$ cat config.mk
export PLATFORM = sky130hd
export DESIGN_NAME = dch_sequencer
export DESIGN_NICKNAME = d
export VERILOG_FILES = /design/src/rtl/dch_pkg.sv /design/src/rtl/dch_in_filter.sv /design/src/rtl/dch_ramp.sv /design/src/rtl/dch_sequencer.sv
export VERILOG_INCLUDE_DIRS = /design/src /design/src/rtl
export SDC_FILE = /design/constraint.sdc
export NUM_CORES = 1
export LEC_CHECK = 0
export ABC_AREA = 1
export BUFFER_PORTS_ARGS = -buffer_cell sky130_fd_sc_hd__buf_2
export CAP_MARGIN = 10
export CORE_MARGIN = 2
export CORE_UTILIZATION = 55
export DETAILED_ROUTE_END_ITERATION = 12
export GPL_ROUTABILITY_DRIVEN = 1
export PLACE_DENSITY = 0.82
export SLEW_MARGIN = 20
export SYNTH_ARGS = -nofsm -noshare
export SYNTH_HDL_FRONTEND = slang
export SYNTH_SLANG_ARGS = --single-unit
$ cat constraint.sdc
create_clock -name MCLK -period 12.7 [get_ports MCLK]
set_clock_uncertainty 0.2 [all_clocks]
set_input_delay 2.54 -clock MCLK [delete_from_list [all_inputs] [get_ports MCLK]]
set_output_delay 2.54 -clock MCLK [all_outputs]
set_load 0.01 [all_outputs]
$ cat src/rtl/dch_defines.svh
// Purpose: shared constants of the dog cradle homing sequencer
// Assumes: homing method digit in the low nibble of the method config
// Notes:   timing counts derived from a 50 MHz clock
`ifndef DCH_DEFINES_SVH
`define DCH_DEFINES_SVH
// ----------------------------------------------------------------
// method config fields
// ----------------------------------------------------------------
`define DCH_METHOD_LSB      0
`define DCH_METHOD_MSB      3
`define DCH_DIR_BIT         4
`define DCH_DOGPOL_BIT      8
`define DCH_METHOD_CRADLE   4'h7
`define DCH_CFG_RESET       12'h000
// ----------------------------------------------------------------
// timing and warning code
// ----------------------------------------------------------------
`define DCH_CLK_MHZ         50
`define DCH_FILT_UNIT_NS    1000
`define DCH_FILT_UNIT_CYC   ((`DCH_FILT_UNIT_NS * `DCH_CLK_MHZ + 999) / 1000)
`define DCH_WARN_INCOMPLETE 12'h902
`endif

$ cat src/rtl/dch_pkg.sv
// Purpose: types of the dog cradle homing sequencer
// Assumes: nothing
// Notes:   state enum only
package dch_pkg;
  // ----------------------------------------------------------------
  // sequencer states
  // ----------------------------------------------------------------
  typedef enum logic [3:0] {
    ST_IDLE,
    ST_RET_OFF,
    ST_SEEK_OUT,
    ST_SEEK_BACK,
    ST_FAST,
    ST_CREEP,
    ST_SHIFT,
    ST_STOP,
    ST_DONE,
    ST_FAIL
  } dch_state_t;
endpackage : dch_pkg

$ cat src/rtl/dch_in_filter.sv
// Purpose: synchroniser plus debounce for one external input
// Assumes: filter length in units of one microsecond
// Notes:   three flops, change counted when last two agree
`timescale 1ns/1ps
`include "dch_defines.svh"
module dch_in_filter #(
  parameter int CW = 16
) (
  // clock and reset
  input  wire logic          clk,
  input  wire logic          rst_b,
  input  wire logic          ce,
  // filter length in microseconds
  input  wire logic [3:0]    filt_us,
  // pin and filtered level
  input  wire logic          pin,
  output logic               level
);
  typedef struct packed {
    logic [2:0]    sync;
    logic [CW-1:0] cnt;
    logic          lvl;
  } dch_flt_t;
  dch_flt_t s_r, s_nxt;
  logic [CW-1:0] limit;
  assign limit = CW'(filt_us) * CW'(`DCH_FILT_UNIT_CYC);
  // --------------------------------------------------------------
  // next state: delay change by filter time
  // --------------------------------------------------------------
  always_comb begin
    s_nxt = s_r;
    s_nxt.sync = {s_r.sync[1:0], pin};
    if (s_r.sync[2] != s_r.sync[1] || s_r.sync[1] == s_r.lvl) begin
      s_nxt.cnt = '0;
    end else if (s_r.cnt >= limit) begin
      s_nxt.lvl = s_r.sync[1];
      s_nxt.cnt = '0;
    end else begin
      s_nxt.cnt = s_r.cnt + CW'(1);
    end
  end
  // state register
  always_ff @(posedge clk or negedge rst_b) begin
    if (!rst_b) begin
      s_r <= '0;
    end else if (ce) begin
      s_r <= s_nxt;
    end
  end
  assign level = s_r.lvl;
endmodule : dch_in_filter

$ cat src/rtl/dch_ramp.sv
// Purpose: speed ramp toward a target speed
// Assumes: time constant + 1 = cycles per speed step
// Notes:   all speed changes pass through here
`timescale 1ns/1ps
module dch_ramp #(
  parameter int SW = 16,
  parameter int TW = 16
) (
  // clock and reset
  input  wire logic          clk,
  input  wire logic          rst_b,
  input  wire logic          ce,
  // target and time constant
  input  wire logic [SW-1:0] target,
  input  wire logic [TW-1:0] tc,
  // ramped speed
  output logic [SW-1:0]      speed
);
  typedef struct packed {
    logic [TW-1:0] div;
    logic [SW-1:0] spd;
  } dch_rmp_t;
  dch_rmp_t s_r, s_nxt;
  // --------------------------------------------------------------
  // one step each tc+1 cycles
  // --------------------------------------------------------------
  always_comb begin
    s_nxt = s_r;
    if (s_r.spd == target) begin
      s_nxt.div = '0;
    end else if (s_r.div >= tc) begin
      s_nxt.div = '0;
      s_nxt.spd = (s_r.spd < target) ? s_r.spd + SW'(1) : s_r.spd - SW'(1);
    end else begin
      s_nxt.div = s_r.div + TW'(1);
    end
  end
  // state register
  always_ff @(posedge clk or negedge rst_b) begin
    if (!rst_b) begin
      s_r <= '0;
    end else if (ce) begin
      s_r <= s_nxt;
    end
  end
  assign speed = s_r.spd;
endmodule : dch_ramp

$ cat src/rtl/dch_sequencer.sv
// Purpose: dog cradle homing sequencer with automatic return
// Assumes: encoder index and position counts come from the drive
// Notes:
`timescale 1ns/1ps
`include "dch_defines.svh"
module dch_sequencer #(
  parameter int PW = 32,
  parameter int SW = 16,
  parameter int TW = 16
) (
  // clock, reset, enable
  input  wire logic          MCLK,
  input  wire logic          RST_B,
  input  wire logic          CE,
  // host selection pins
  input  wire logic          AUTO_MANUAL_SELECT,
  input  wire logic          TABLE_SELECT_BIT0,
  input  wire logic          TABLE_SELECT_BIT1,
  input  wire logic          TABLE_SELECT_BIT2,
  input  wire logic          PROGRAM_MODE,
  input  wire logic          PROGRAM_HOME_RETURN_COMMAND,
  input  wire logic          START,
  // sensor pins
  input  wire logic          PROXIMITY_DOG,
  input  wire logic          FORWARD_STROKE_LIMIT,
  input  wire logic          REVERSE_STROKE_LIMIT,
  // encoder, same clock domain
  input  wire logic          ENC_INDEX,
  input  wire logic [PW-1:0] ENC_POSITION,
  // settings (power-cycle)
  input  wire logic [11:0]   HOMING_METHOD_CONFIG,
  input  wire logic [SW-1:0] HOMING_SPEED_SETTING,
  input  wire logic [SW-1:0] CREEP_SPEED_SETTING,
  input  wire logic [PW-1:0] HOME_SHIFT_DISTANCE,
  input  wire logic [TW-1:0] HOMING_ACCEL_TIME_CONSTANT,
  input  wire logic [PW-1:0] HOME_POSITION_VALUE,
  input  wire logic [3:0]    INPUT_FILTER_TIME,
  // motion and status outputs
  output logic [SW-1:0]      SPEED_CMD,
  output logic               DIR_CMD,
  output logic               MOVING,
  output logic               SOFT_LIMIT_EN,
  output logic               HOME_DONE,
  output logic [11:0]        WARNING_CODE,
  output logic [PW-1:0]      CURRENT_POSITION
);
  typedef struct packed {
    dch_pkg::dch_state_t st;
    logic                dir;
    logic [PW-1:0]       target;
    logic [PW-1:0]       pos;
    logic                done;
    logic [11:0]         warn;
    logic [SW-1:0]       tgt_spd;
    logic                dog_d;
    logic                start_d;
    logic                move;
  } dch_seq_t;
  typedef struct packed {
    logic [11:0]   mcfg;
    logic [SW-1:0] hspd;
    logic [SW-1:0] cspd;
    logic [PW-1:0] shift;
    logic [TW-1:0] tc;
    logic [PW-1:0] hpos;
    logic [3:0]    filt;
    logic          loaded;
  } dch_cfg_t;
  dch_seq_t s_r, s_nxt;
  dch_cfg_t c_r;
  logic [1:0] rst_sync_r;
  logic       rst_i;
  logic       dog_f, lsp_f, lsn_f, start_f;
  logic       dog_on, dog_rise, start_rise, sel_home, lim_fwd_dir;
  logic       dir_home;
  logic [SW-1:0] ramp_spd;
  logic [PW-1:0] ret_pos;

  // ----------------------------------------------------------------
  // reset release through two flops
  // ----------------------------------------------------------------
  always_ff @(posedge MCLK or negedge RST_B) begin
    if (!RST_B) begin
      rst_sync_r <= 2'h0;
    end else begin
      rst_sync_r <= {rst_sync_r[0], 1'b1};
    end
  end
  assign rst_i = rst_sync_r[1];

  // ----------------------------------------------------------------
  // settings caught once after reset release
  // ----------------------------------------------------------------
  always_ff @(posedge MCLK or negedge rst_i) begin
    if (!rst_i) begin
      c_r <= '0;
    end else if (CE && !c_r.loaded) begin
      c_r.mcfg   <= HOMING_METHOD_CONFIG;
      c_r.hspd   <= HOMING_SPEED_SETTING;
      c_r.cspd   <= CREEP_SPEED_SETTING;
      c_r.shift  <= HOME_SHIFT_DISTANCE;
      c_r.tc     <= HOMING_ACCEL_TIME_CONSTANT;
      c_r.hpos   <= HOME_POSITION_VALUE;
      c_r.filt   <= INPUT_FILTER_TIME;
      c_r.loaded <= 1'b1;
    end
  end

  // ----------------------------------------------------------------
  // input filters for external pins
  // ----------------------------------------------------------------
  localparam int NIN = 4;
  logic [NIN-1:0] pins_raw, pins_flt;
  assign pins_raw = {START, REVERSE_STROKE_LIMIT, FORWARD_STROKE_LIMIT, PROXIMITY_DOG};
  generate
    for (genvar gi = 0; gi < NIN; gi++) begin : g_flt
      dch_in_filter #(.CW(16)) u_flt (
        .clk     (MCLK),
        .rst_b   (rst_i),
        .ce      (CE),
        .filt_us (c_r.filt),
        .pin     (pins_raw[gi]),
        .level   (pins_flt[gi])
      );
    end
  endgenerate
  assign dog_f   = pins_flt[0] ^ c_r.mcfg[`DCH_DOGPOL_BIT]; // dog polarity from config
  assign lsp_f   = pins_flt[1];
  assign lsn_f   = pins_flt[2];
  assign start_f = pins_flt[3];

  // speed ramp
  dch_ramp #(.SW(SW), .TW(TW)) u_ramp (
    .clk    (MCLK),
    .rst_b  (rst_i),
    .ce     (CE),
    .target (s_r.tgt_spd),
    .tc     (c_r.tc),
    .speed  (ramp_spd)
  );
  // limit that lies ahead in a given direction (1 = forward)
  function automatic logic limit_ahead(input logic d, input logic lf, input logic lr);
    limit_ahead = d ? lf : lr;
  endfunction : limit_ahead

  // ----------------------------------------------------------------
  // decoded conditions
  // ----------------------------------------------------------------
  assign dog_on      = dog_f;
  assign dog_rise    = dog_f & ~s_r.dog_d;
  assign start_rise  = start_f & ~s_r.start_d;
  assign dir_home    = c_r.mcfg[`DCH_DIR_BIT];
  // host must pick home return, either way
  assign sel_home    = AUTO_MANUAL_SELECT &
                       (PROGRAM_MODE ? PROGRAM_HOME_RETURN_COMMAND
                                     : ~(TABLE_SELECT_BIT0 | TABLE_SELECT_BIT1 | TABLE_SELECT_BIT2));
  assign lim_fwd_dir = limit_ahead(s_r.dir, lsp_f, lsn_f);
  assign ret_pos     = ENC_POSITION + c_r.shift;

  // ----------------------------------------------------------------
  // homing state machine
  // ----------------------------------------------------------------
  always_comb begin
    s_nxt = s_r;
    s_nxt.dog_d   = dog_f;
    s_nxt.start_d = start_f;
    s_nxt.pos     = ENC_POSITION;
    case (s_r.st)
      dch_pkg::ST_IDLE: begin
        s_nxt.pos  = s_r.pos;
        s_nxt.move = 1'b0;
        if (start_rise && sel_home && c_r.loaded &&
            c_r.mcfg[`DCH_METHOD_MSB:`DCH_METHOD_LSB] == `DCH_METHOD_CRADLE) begin
          s_nxt.done    = 1'b0;
          s_nxt.warn    = 12'h000;
          s_nxt.move    = 1'b1;
          s_nxt.tgt_spd = c_r.hspd;
          if (dog_on) begin
            s_nxt.dir = ~dir_home; // back off the dog first
            s_nxt.st  = dch_pkg::ST_RET_OFF;
          end else begin
            s_nxt.dir = dir_home;
            s_nxt.st  = dch_pkg::ST_SEEK_OUT;
          end
        end
      end
      dch_pkg::ST_RET_OFF: begin
        if (!dog_on) begin // off the dog: home normally
          s_nxt.dir = dir_home;
          s_nxt.st  = dch_pkg::ST_FAST;
        end else if (lim_fwd_dir) begin
          s_nxt.dir = ~s_r.dir;
        end
      end
      dch_pkg::ST_SEEK_OUT: begin
        if (dog_rise) begin
          s_nxt.tgt_spd = c_r.cspd;
          s_nxt.st      = dch_pkg::ST_CREEP;
        end else if (lim_fwd_dir) begin
          s_nxt.dir = ~s_r.dir;
          s_nxt.st  = dch_pkg::ST_SEEK_BACK;
        end
      end
      dch_pkg::ST_SEEK_BACK: begin
        if (dog_rise) begin
          s_nxt.st = dch_pkg::ST_RET_OFF; // wait to pass the front end
        end else if (lim_fwd_dir) begin
          s_nxt.tgt_spd = '0;
          s_nxt.move    = 1'b0;
          s_nxt.warn    = `DCH_WARN_INCOMPLETE;
          s_nxt.st      = dch_pkg::ST_FAIL;
        end
      end
      dch_pkg::ST_FAST: begin
        if (dog_rise) begin
          s_nxt.tgt_spd = c_r.cspd;
          s_nxt.st      = dch_pkg::ST_CREEP;
        end else if (lim_fwd_dir) begin
          s_nxt.tgt_spd = '0;
          s_nxt.move    = 1'b0;
          s_nxt.warn    = `DCH_WARN_INCOMPLETE;
          s_nxt.st      = dch_pkg::ST_FAIL;
        end
      end
      dch_pkg::ST_CREEP: begin
        if (ENC_INDEX) begin // first index after dog
          s_nxt.target = ret_pos;
          s_nxt.st     = dch_pkg::ST_SHIFT;
        end
      end
      dch_pkg::ST_SHIFT: begin
        if ((s_r.dir && ENC_POSITION >= s_r.target) ||
            (!s_r.dir && ENC_POSITION <= s_r.target)) begin
          s_nxt.tgt_spd = '0;
          s_nxt.st      = dch_pkg::ST_STOP;
        end
      end
      dch_pkg::ST_STOP: begin
        if (ramp_spd == '0) begin
          s_nxt.move = 1'b0;
          s_nxt.pos  = c_r.hpos;
          s_nxt.done = 1'b1;
          s_nxt.st   = dch_pkg::ST_DONE;
        end
      end
      dch_pkg::ST_DONE: begin
        s_nxt.pos = s_r.pos;
        s_nxt.st  = dch_pkg::ST_IDLE;
      end
      dch_pkg::ST_FAIL: begin
        if (ramp_spd == '0) begin
          s_nxt.st = dch_pkg::ST_IDLE;
        end
      end
      default: begin
        s_nxt.st = dch_pkg::ST_IDLE;
      end
    endcase
  end
  // state register
  always_ff @(posedge MCLK or negedge rst_i) begin
    if (!rst_i) begin
      s_r <= '0;
    end else if (CE) begin
      s_r <= s_nxt;
    end
  end

  // ----------------------------------------------------------------
  // registered outputs
  // ----------------------------------------------------------------
  logic [SW-1:0] spd_o_r;
  logic          sl_o_r;
  always_ff @(posedge MCLK or negedge rst_i) begin
    if (!rst_i) begin
      spd_o_r <= '0;
      sl_o_r  <= 1'b0;
    end else if (CE) begin
      spd_o_r <= ramp_spd;
      // soft limits off from the cycle after the sequencer starts moving
      sl_o_r  <= ~s_r.move;
    end
  end
  assign SPEED_CMD        = spd_o_r;
  assign DIR_CMD          = s_r.dir;
  assign MOVING           = s_r.move;
  assign SOFT_LIMIT_EN    = sl_o_r;
  assign HOME_DONE        = s_r.done;
  assign WARNING_CODE     = s_r.warn;
  assign CURRENT_POSITION = s_r.pos;

  // ----------------------------------------------------------------
  // checks
  // ----------------------------------------------------------------
  done_sets_pos_a: assert property (@(posedge MCLK) disable iff (!rst_i)
    CE && s_r.st == dch_pkg::ST_STOP && s_nxt.st == dch_pkg::ST_DONE |=> CURRENT_POSITION == c_r.hpos && HOME_DONE)
    else $error("home position not loaded");
  creep_speed_a: assert property (@(posedge MCLK) disable iff (!rst_i)
    s_r.st == dch_pkg::ST_CREEP |-> s_r.tgt_spd == c_r.cspd)
    else $error("creep speed not used");
  fail_warn_a: assert property (@(posedge MCLK) disable iff (!rst_i)
    s_r.st == dch_pkg::ST_FAIL |-> WARNING_CODE == `DCH_WARN_INCOMPLETE && !MOVING)
    else $error("incomplete warning missing");
  soft_limit_a: assert property (@(posedge MCLK) disable iff (!rst_i)
    CE && MOVING |=> !SOFT_LIMIT_EN)
    else $error("soft limit active during homing");
  method_gate_a: assert property (@(posedge MCLK) disable iff (!rst_i)
    s_r.st == dch_pkg::ST_IDLE && s_nxt.st != dch_pkg::ST_IDLE |->
    c_r.mcfg[`DCH_METHOD_MSB:`DCH_METHOD_LSB] == `DCH_METHOD_CRADLE)
    else $error("homing started with wrong method");
  start_clear_a: assert property (@(posedge MCLK) disable iff (!rst_i)
    CE && s_r.st == dch_pkg::ST_IDLE && s_nxt.st != dch_pkg::ST_IDLE |=> !HOME_DONE)
    else $error("done not cleared at start");
  cfg_frozen_a: assert property (@(posedge MCLK) disable iff (!rst_i)
    c_r.loaded |=> $stable(c_r.mcfg) && $stable(c_r.hpos))
    else $error("setting changed without restart");
  index_shift_a: assert property (@(posedge MCLK) disable iff (!rst_i)
    CE && s_r.st == dch_pkg::ST_CREEP && ENC_INDEX |=> s_r.target == $past(ENC_POSITION) + c_r.shift)
    else $error("shift target wrong");
endmodule : dch_sequencer

Yosys cells after proc, flatten, opt, wreduce, memory -nomap -nowiden
Index checks and enable logic that the tools add are counted.
Widths: inputs -> output; s select.

word-level totals
  flip-flop bits (word level) = 358
  bits in latches = 0
  bits in writable memories = 0
  bits in read-only memories = 0
  bits of input ports = 174
  output and inout bits = 64
  word-level logic and storage cells = 186
  memories kept = 0

operators by class
  $add $sub $neg = 8
  multipliers = 1
  div/mod/pow operators = 0
  magnitude comparators = 8
  equality and inequality tests = 34
  shifts and indexed selects = 0
  mux-type cells = 47
  bitwise logic cells = 18
  reduce and logical (&&, ||, !) cells = 35

operator list
  cell                   count
  $mux 16                14
  $add 16x1->16 const B  6
  $pmux 16 s5            1
  $ge 16x10->1           4
  $pmux 32 s2            1
  $mux 28                2
  $mux 4                 9
  $pmux 12 s3            1
  $pmux 4 s9             1
  $mux 33                1
  $add 32x32->32         1
  $ge 32x32->1           1
  $le 32x32->1           1
  $mux 29                1
  $ne 2x2->1 const B     12
  $eq 4x3->1 const B     5
  $reduce_and 3->1       6
  $eq 16x16->1           1
  $ge 16x16->1           1
  $logic_not 16->1       1
  $lt 16x16->1           1
  $sub 16x1->16 const B  1
  $mux 12                1
  $not 1->1              12
  29 further kinds       66

Logic depth before layout (Yosys ltp)
Gate-level depths: netlist of the first run.

  word-level depth = 10
  depth in mapped cells = 23
  depth with buffers taken out = 23

Modules after synthesis
From an unflattened synthesis of the first run, not the netlist that was laid out.

second synthesis, totals
  cell total of the unflattened synthesis = 2727
  area, all modules = 22220.1 um^2

by module, submodules not included
  module         instances  cells each  area each (um^2)  sequential area each (um^2)
  dch_sequencer  1          1446        12797.3           5805.6
  dch_in_filter  4          207         1534.0            500.5
  dch_ramp       1          453         3286.9            800.8

Worst setup path before layout of the first run
Ideal clock, no wire load.

  kind = input to register
  from = in ENC_POSITION[0]
  to = reg s_r[92] (netlist name)
  library setup time = 126 ps
  arrival = 4295 ps
  data required time = 12374 ps
  path slack = 8079 ps
  stages on the path = 11
  buffers on the path = 0
  cell sequence = ha_1 > inv_1 > fa_1 > o21ai_0 > a21oi_1 > o21ai_0 > nand3_1 > nand2_1 > nand2_1 > nand3_1 > o21ai_0

between the ends
  cells in the longest elaborated chain, start to end = 1

ends and longest elaborated chain
  element               RTL line              source
  start, declared       dch_sequencer.sv:29   input wire logic [PW-1:0] ENC_POSITION,
  $add 32x32->32        dch_sequencer.sv:158  assign ret_pos = ENC_POSITION + c_r.shift;
  end signal, assigned  dch_sequencer.sv:265  s_r <= s_nxt;
  end, declared         dch_sequencer.sv:69   dch_seq_t s_r, s_nxt;

No other way between the ends.
A chain may end at the register's enable or synchronous reset.

Worst setup path after layout of the first run
  from = in CE
  to = reg u_ramp.s_r, in the netlist u_ramp.speed[15]

between the ends
  cells in the longest elaborated chain, start to end = 1

ends and longest elaborated chain
  element                            RTL line             source
  start, declared                    dch_sequencer.sv:14  input wire logic CE,
  $reduce_and 3->1 (no source line)  --
  end signal, assigned               dch_ramp.sv:43       s_r <= s_nxt;
  end, declared                      dch_ramp.sv:23       dch_rmp_t s_r, s_nxt;

No other way between the ends.

==> results by group, run 1 <==
Run status
  • Status: complete, no violations

Cells and area
  • Most frequent cells in the layout: 497 x nand2_1, 343 x dfrtp_1, 287 x inv_1
  • P&R area growth vs syn: 12.4%
  • Nets@finish: 2932
  • Ratio of cells with drive above 1 in the final layout: 0.157
  • Commonest non-fill, non-tap cell in the layout: nand2_1
  • Filler-free cell count of the finished design: 3097

Power and ir drop
  • Sw frac: 0.247
  • PwrDens: roughly 110 nW/um2
  • Logic pwr share: 0.076
  • Flop pwr share: 0.472
  • Switching power: 602 uW
  • Clock power frac: 0.452
  • Worst IR Drop VDD: 0.115 mV
  • LEAKAGE: about 0.012 uW
  • Internal cell power: 1830 uW

Floorplanning
  • I/O pin cnt: 238
  • Row count: 70
  • Initial Utilization: 0.555
  • Die Area: 38300 um2
  • Die X: 196 um
  • Core ar.: approximately 36000 um2
  • Die H: roughly 200 um

Timing
  • Max-slew violations: 0
  • Relative slew slack: 0.277
  • Worst-Margin Slew: 1.08 ns
  • Final Cycle Share: 0.442
  • RSZ-0062 raised after global routing: false
  • Post-route minimum period: 5.61 ns
  • TNS Setup: 0 ns
  • Achievable Freq: 178 MHz
  • Hold Violations, Final: 0
  • Final Setup Violations: 0

Clock tree
  • Skew-Pair Late Insertion Delay: 0.55 ns
  • Post-CTS Hold Buffers: 0
  • CTS Sinks: 344
  • CTS H-Tree Depth: 2
  • CTS Buffer Depth: 3
  • Post-CTS sizing: 0
  • Clock slew at reported path FFs: around 0.060 ns
  • CTS buffer count: 39
  • Post-CTS Setup Repair Bufs: 0
  • Root Driver: clkbuf_16
  • CTS tree: done

Synth
  • Avg Inst Size Synth: 8.31 um2
  • Synthesis-stage register bit count: 344
  • Main synth FF type: dfrtp_1
  • Post-Synthesis Cells: 2432
  • Async set-reset flop share out of synthesis: 1.00
  • Ys Warns: 0
  • Post-synthesis cell type count: slightly above 50
  • Synth area leader: dfrtp_1
  • EDFF count, synth: 0
  • Most area-consuming cells after synthesis: dfrtp_1 43%, ha_1 9.6%, nand2_1 9.3%
  • Share of the synthesized area in the top cell type: 0.426
  • Sequential area share after synthesis: 0.426
  • Cell Area, Synth: about 20000 um2

Route
  • Antenna viol nets, final: 0
  • Vias per cell: 5.64
  • Wire per inst: between 15 and 20 um
  • Starting DRC count in detailed routing: 1315
  • Post-route DRC: 0
  • Vias: 17.5k
  • TritonRoute pass-1 iters: 5
  • Final wirelength: between 50000 and 60000 um

Setup path
  • CP Max Fanout: 58
  • Max incr delay on CP: about 0.73 ns
  • Slowest-stage cell, CP: buf_2
  • Worst setup path class: input port to flop
  • Worst reg2reg startpoint: c_r[1]$_DFFE_PN0P_
  • Crit. End Element: flop
  • Worst EP arrival: 5.85 ns
  • Startpoint types: input port
  • Worst reg2reg path depth: 16
  • CP Data Required Time: 12.94 ns
  • R2r endpoint: g_flt[0].u_flt.s_r[4]$_DFFE_PN0P_
  • FF-to-FF setup slack: 8.64 ns
  • Top cell by count, worst path: nand2_1
  • CP Cell Sequence: buf_2 > buf_4 > inv_2 > buf_4 > a31oi_1 > nand2_1 > nor2_1 > nand2_1 > nand2_1 > nand2_1
  • Crit path capture: u_ramp.speed[15]$_DFFE_PN0P_
  • Crit path from: CE

Global routing
  • First-pass GRT wire length: 85500 um
  • Initial antenna violation count: 5
  • GRT Residual Overflow: 0
  • GRT Overall Usage: 0.274
  • Pin count of the biggest net entering global routing: 193
  • Vias in the first global route: 17.4k

Placed design
  • Placer Congestion: ~0.9
  • Post-DP HPWL: 37300 um
  • I/O Buffers: 222
  • DP Cell Count: between 3k and 4k

Flow run
  • Max-Cap Viols: 0

Min path
  • Worst min path class: flop to async pin
## cell families after synthesis
kind of cell               after synthesis  share of synthesized area
AOI/OAI and AO/OA                      425                      0.121
xor gates and xnor gates                42                     0.0182
adders and majority gates              158                     0.0990
buffers and inverters                  409                     0.0859
DFF                                    344                      0.426
muxes                                   88                     0.0490
other                                    2                   0.000372
and+or+nand+nor                        964                      0.201
## layout make-up
| class | instances | area [um2] |
|---|---|---|
| fillers | 3090 | 13700 |
| well taps | 468 | 586 |
| inverters | 292 | 1100 |
| clock inverters | 13 | 105 |
| repair buffers | 236 | 1250 |
| clock buffers | 55 | 1130 |
| multi-input cells | 1687 | 9920 |
| diodes | 2 | 5.00 |
| flip-flops and latches | 344 | 8610 |
## stage by stage
step,total power (uW),worst slack [ns],cell area [um2],utilization,hold slack [ns]
finish,2430,7.09,22700,0.623,0.102
global route,2530,6.75,22700,0.623,0.147
CTS,2450,7.12,22700,0.622,0.119
detailed placement,1350,6.53,21400,0.588,0.111
global placement,1340,6.61,21400,0.588,0.102
floorplan,1280,2.20,20200,-,0.131
## sequential cells by signal (all words and copies together) (netlist names)
signal	count
SPEED_CMD	16
g_flt.u_flt.s_nxt	8
DIR_CMD	1
MOVING	1
s_r	54
WARNING_CODE	1
SOFT_LIMIT_EN	1
rst_sync_r	2
CURRENT_POSITION	32
u_ramp.s_r	16
g_flt.u_flt.s_r	68
c_r	123
HOME_DONE	1
g_flt.u_flt.level	4
u_ramp.speed	16
## routing by layer
layer / vias up / track usage / part of all wire
met5: - / 0 / 0.00025
met4: 2 / 0.106 / 0.034
met3: 127 / 0.0414 / 0.066
met2: 634 / 0.446 / 0.47
met1: 8298 / 0.371 / 0.43
li1: 8413 / - / -
## synth_stat cells, types with 4 or more instances
cell type and instances:
mux2_2 88, nand3_1 176, buf_4 47, o21a_1 6
or2_2 5, o221ai_1 18, buf_2 13, dfrtp_1 344
inv_1 288, nor4_1 4, nand3b_1 7, o31ai_1 4
xor2_1 19, nor3_1 26, clkbuf_1 53, nand2_1 498
o21bai_1 10, ha_1 155, o21ai_0 152, a21o_1 7
a21oi_1 127, a21boi_0 9, a31oi_1 38, nand4_1 36
o22ai_1 42, xnor2_1 23, nor2_1 200
## power groups by stage
stage	combinational (uW)	sequential (uW)	clock, uW
2_1_floorplan	108	1170	0
3_3_place_gp	174	1170	0
3_5_place_dp	183	1170	0
4_1_cts	184	1150	1120
5_1_grt	211	1150	1170
6_report	185	1150	1100
## worst min path at each step
stage,startpoint,endpoint,cells past startpoint
global placement,rst_sync_r[1]$_DFF_PN0_,c_r[55]$_DFFE_PN0P_,0
detailed placement,rst_sync_r[1]$_DFF_PN0_,c_r[55]$_DFFE_PN0P_,0
finish,rst_sync_r[1]$_DFF_PN0_,c_r[56]$_DFFE_PN0P_,0
global route,rst_sync_r[1]$_DFF_PN0_,c_r[56]$_DFFE_PN0P_,0
CTS,rst_sync_r[1]$_DFF_PN0_,c_r[55]$_DFFE_PN0P_,0
floorplan,rst_sync_r[0]$_DFF_PN0_,rst_sync_r[1]$_DFF_PN0_,0
## critical path, delay by kind of cell
| family | cells | cell delay, ns |
|---|---|---|
| buf+inv | 4 | 1.67 |
| simple gates | 5 | 1.08 |
| compound gates | 1 | 0.48 |
Power figures use the tool's default switching activity.
==> inputs of run 2 (changes only) <==
ABC_AREA = 0   (was 1)
clock period = 5.4 ns   (was 12.7 ns; I/O delays follow)
==> run 2 against run 1 <==
Compared with the run above:
- global-route usage fell by 2.1 points
- power rose to 3.4 times the previous value
- core utilization rose by 1.1 points
- die area fell by 4.1%
- synthesized area fell by 4.2%
- cell area fell by 3.4%
- synthesized cell count fell by 21%
- sequential cell count did not move
- first-iteration DRC count fell by 34%
==> results by group, run 2 <==
Synth
  • Sequential area share after synthesis: 0.445 (+0.0185)
  • Post-Synthesis Cells: 1918 (-21%)
  • Post-Synth Adder-Cell Area: 0.103 (+0.00429)
  • Simple-gate portion of the synthesized area: 0.120 (-0.0805)
  • Compound-Gate Fraction of Synth Area: 0.159 (+0.0386)
  • Synthesis-stage register bit count: 344 (unchanged)
  • Main synth FF type: dfrtp_1
  • Most common cell in the netlist: dfrtp_1
  • Most area-consuming cells after synthesis: dfrtp_1 44%, ha_1 10%, mux2_2 7.9%
  • Post-synthesis xor/xnor area fraction: 0.0225 (+0.00434)
  • Share of the synthesized area in the top cell type: 0.445 (+0.0185)
  • Cell Area, Synth: 19400 um2 (-4.2%)
  • Post-synthesis cell type count: 83 (+63%)
  • EDFF count, synth: 0 (unchanged)
  • Ys Warns: 0 (unchanged)
  • Top cells by count, synth: 344 x dfrtp_1, 213 x o21ai_0, 211 x nand2_1
  • Avg Inst Size Synth: 10.1 um2 (+22%)
  • Async set-reset flop share out of synthesis: 1.00 (unchanged)
  • Synth area leader: dfrtp_1
  • Largest family of logic cells by synthesized area: compound AO/OA/AOI/OAI gates
  • Multiplexer area fraction after synthesis: 0.0982 (+0.0492)

Floorplanning
  • Die H: 192 um (-2.1%)
  • Die Area: 36700 um2 (-4.1%)
  • Die X: 192 um (-2.1%)
  • Initial Utilization: 0.559 (+0.00469)
  • I/O pin cnt: 238 (unchanged)
  • Row count: 68 (-2.9%)
  • Core ar.: 34600 um2 (-5.0%)

Flow run
  • Max-Cap Viols: 0 (unchanged)

Route
  • Vias per cell: 5.78 (+2.4%)
  • Post-route DRC: 0 (unchanged)
  • Final wirelength: 45000 um (-13%)
  • Starting DRC count in detailed routing: 869 (-34%)
  • Antenna viol nets, final: 0 (unchanged)
  • Vias: 14.9k (-15%)
  • TritonRoute pass-1 iters: 5 (unchanged)
  • Wire per inst: 17.4 um (+4.1%)

Global routing
  • Gr busiest metal: met2
  • GRT Overall Usage: 0.252 (-0.0212)
  • Global Route met3 Usage: 0.0470 (+0.00553)
  • Initial antenna violation count: 5 (unchanged)
  • First-pass GRT wire length: 74600 um (-13%)
  • Met2 track demand over resource: 0.421 (-0.0254)
  • Met1 Use GR: 0.324 (-0.0468)
  • Pin count of the biggest net entering global routing: 134 (-31%)
  • Vias in the first global route: 15.1k (-13%)
  • GRT Residual Overflow: 0 (unchanged)

Clock tree
  • CTS buffer count: 38 (-2.6%)
  • Root Driver: clkbuf_16
  • Post-CTS Setup Repair Bufs: 0 (unchanged)
  • Clock slew at reported path FFs: 0.06 ns (about the same)
  • Skew-Pair Late Insertion Delay: 0.56 ns (about the same)
  • CTS H-Tree Depth: 2 (unchanged)
  • CTS tree: done
  • Post-CTS sizing: 0 (unchanged)
  • CTS Sinks: 344 (unchanged)
  • CTS Buffer Depth: 3 (unchanged)
  • Post-CTS Hold Buffers: 0 (unchanged)

Cells and area
  • Most frequent cells in the layout: 343 x dfrtp_1, 221 x buf_2, 213 x o21ai_0
  • Top Registers: c_r (123), g_flt.u_flt.s_r (68), s_r (54)
  • Top reg by flops: c_r
  • Fillers: 2704 (-12%)
  • P&R area growth vs syn: 13.3%
  • Commonest non-fill, non-tap cell in the layout: dfrtp_1
  • Max FFs per register: 123 (unchanged)
  • Multi-input logic area: 9820 um2 (-1.0%)
  • Ratio of cells with drive above 1 in the final layout: 0.220 (+0.0630)
  • Nets@finish: 2423 (-17%)
  • Register area: 8610 um2 (unchanged)

Setup path
  • Crit path from: c_r[1]$_DFFE_PN0P_
  • CP Data Required Time: 5.66 ns (-7.28 ns)
  • Worst reg2reg startpoint: c_r[1]$_DFFE_PN0P_
  • Worst setup path class: flop to flop
  • Slowest-stage cell, CP: xnor2_1
  • CP Cell Sequence: ha_1 > ha_1 > fa_1 > xnor2_1 > ha_1 > a21o_1 > a221o_1 > a21oi_2 > o2111ai_2 > or3_1 > o31ai_1
  • CP Max Fanout: 17 (-71%)
  • Startpoint types: flop
  • Crit. End Element: flop
  • Max incr delay on CP: 0.50 ns (-0.23 ns)
  • Top cell by count, worst path: ha_1
  • Worst EP arrival: 4.62 ns (-1.23 ns)

Timing
  • Relative slew slack: 0.449 (+0.172)
  • Final Setup Violations: 0 (unchanged)
  • Worst-Margin Slew: 0.826 ns (-0.256 ns)
  • Final Cycle Share: 0.808
  • Hold Violations, Final: 0 (unchanged)
  • Post-route minimum period: 4.36 ns
  • RSZ-0062 raised after global routing: false
  • TNS Setup: 0 ns (unchanged)
  • Worst setup slack after layout: 1.04 ns (-6.05 ns)
  • Max-slew violations: 0 (unchanged)
  • Achievable Freq: 229 MHz

Power and ir drop
  • LEAKAGE: 0.0103 uW (-12%)
  • Worst IR Drop VDD: 0.336 mV (+190%)
  • PwrDens: 376 nW/um2 (+250%)

Placed design
  • Post-DP HPWL: 32200 um (-14%)
  • I/O Buffers: 222 (unchanged)
  • Placer Congestion: 0.915 (-0.32%)
  • Pre-CTS WS: 0.973 ns (-5.56 ns)

Min path
  • Worst min path class: input port to async pin

Run status
  • Status: complete, no violations
run 2: cell count changes in the layout (fill, tap and decap cells not counted), sizes merged, moves of 56 or more:
cell | before | now
o21ai | 154 | 225
nand3 | 177 | 32
a21oi | 128 | 72
nand2 | 502 | 211
nor2 | 202 | 85
inv | 293 | 101
run 2: cell families (layout without fill, tap and decap cells):
| group | after synthesis | in the layout |
|---|---|---|
| buffers and inverters | 213 | 407 |
| AO/OA/AOI/OAI | 485 | 485 |
| other | 2 | 14 |
| XOR/XNOR | 49 | 49 |
| AND/OR/NAND/NOR | 494 | 494 |
| adder cells (fa/ha/maj) | 158 | 158 |
| flip-flops | 344 | 344 |
| multiplexers | 173 | 173 |
run 2: final cells by class:
type                    count  area share
repair buffers            237      0.0570
clock inverters            13     0.00793
multi-input cells        1369       0.448
well taps                 455      0.0259
flip-flops and latches    344       0.393
diodes                      4    0.000456
inverters                 101      0.0173
clock buffers              56      0.0512
run 2: per-stage QoR:
step / utilization / power (uW) / instances / hold slack, ns / instance area, um2
4_1_cts: 0.633 / 8320 / 2575 / 0.0695 / 21900
6_report: 0.634 / 8260 / 2579 / 0.0938 / 21900
3_3_place_gp: 0.596 / 5440 / 2506 / 0.133 / 20600
2_1_floorplan: - / 5030 / 1926 / 0.131 / 19400
3_5_place_dp: 0.596 / 5580 / 2506 / 0.139 / 20600
5_1_grt: 0.634 / 8770 / 2578 / 0.0793 / 21900
run 2: worst max-delay path: cells and delay by family (launching register included):
| kind | cells | cell delay (ns) |
|---|---|---|
| adders and majority gates | 4 | 1.33 |
| and+or+nand+nor | 1 | 0.50 |
| xor gates and xnor gates | 1 | 0.50 |
| DFF | 1 | 0.49 |
| AOI/OAI and AO/OA | 5 | 1.22 |
run 2: path summary, 6_finish.rpt:
kind,to,slack [ns],cells past startpoint
min in group MCLK,rst_sync_r[1]$_DFF_PN0_,0.15,0
max in group asynchronous,u_ramp.s_r[24]$_DFFE_PN0P_,3.60,1
hold reg to reg,c_r[88]$_DFFE_PN0P_,0.14,0
setup reg to reg,g_flt[2].u_flt.s_r[9]$_DFFE_PN0P_,1.04,11
setup / recovery,g_flt[2].u_flt.s_r[9]$_DFFE_PN0P_,1.04,11
hold / removal,rst_sync_r[1]$_DFF_PN0_,0.09,1
run 2: per-layer routing:
metal | wire length, um | share of wire
met4 | 1550 | 0.034
met1 | 19000 | 0.42
met5 | 11 | 0.00024
met2 | 21900 | 0.49
met3 | 2490 | 0.055
run 2: power breakdown:
part	switching, uW	internal [uW]	total [uW]
logic	1270	917	2190
registers	347	3010	3360
clock network	1070	1640	2710
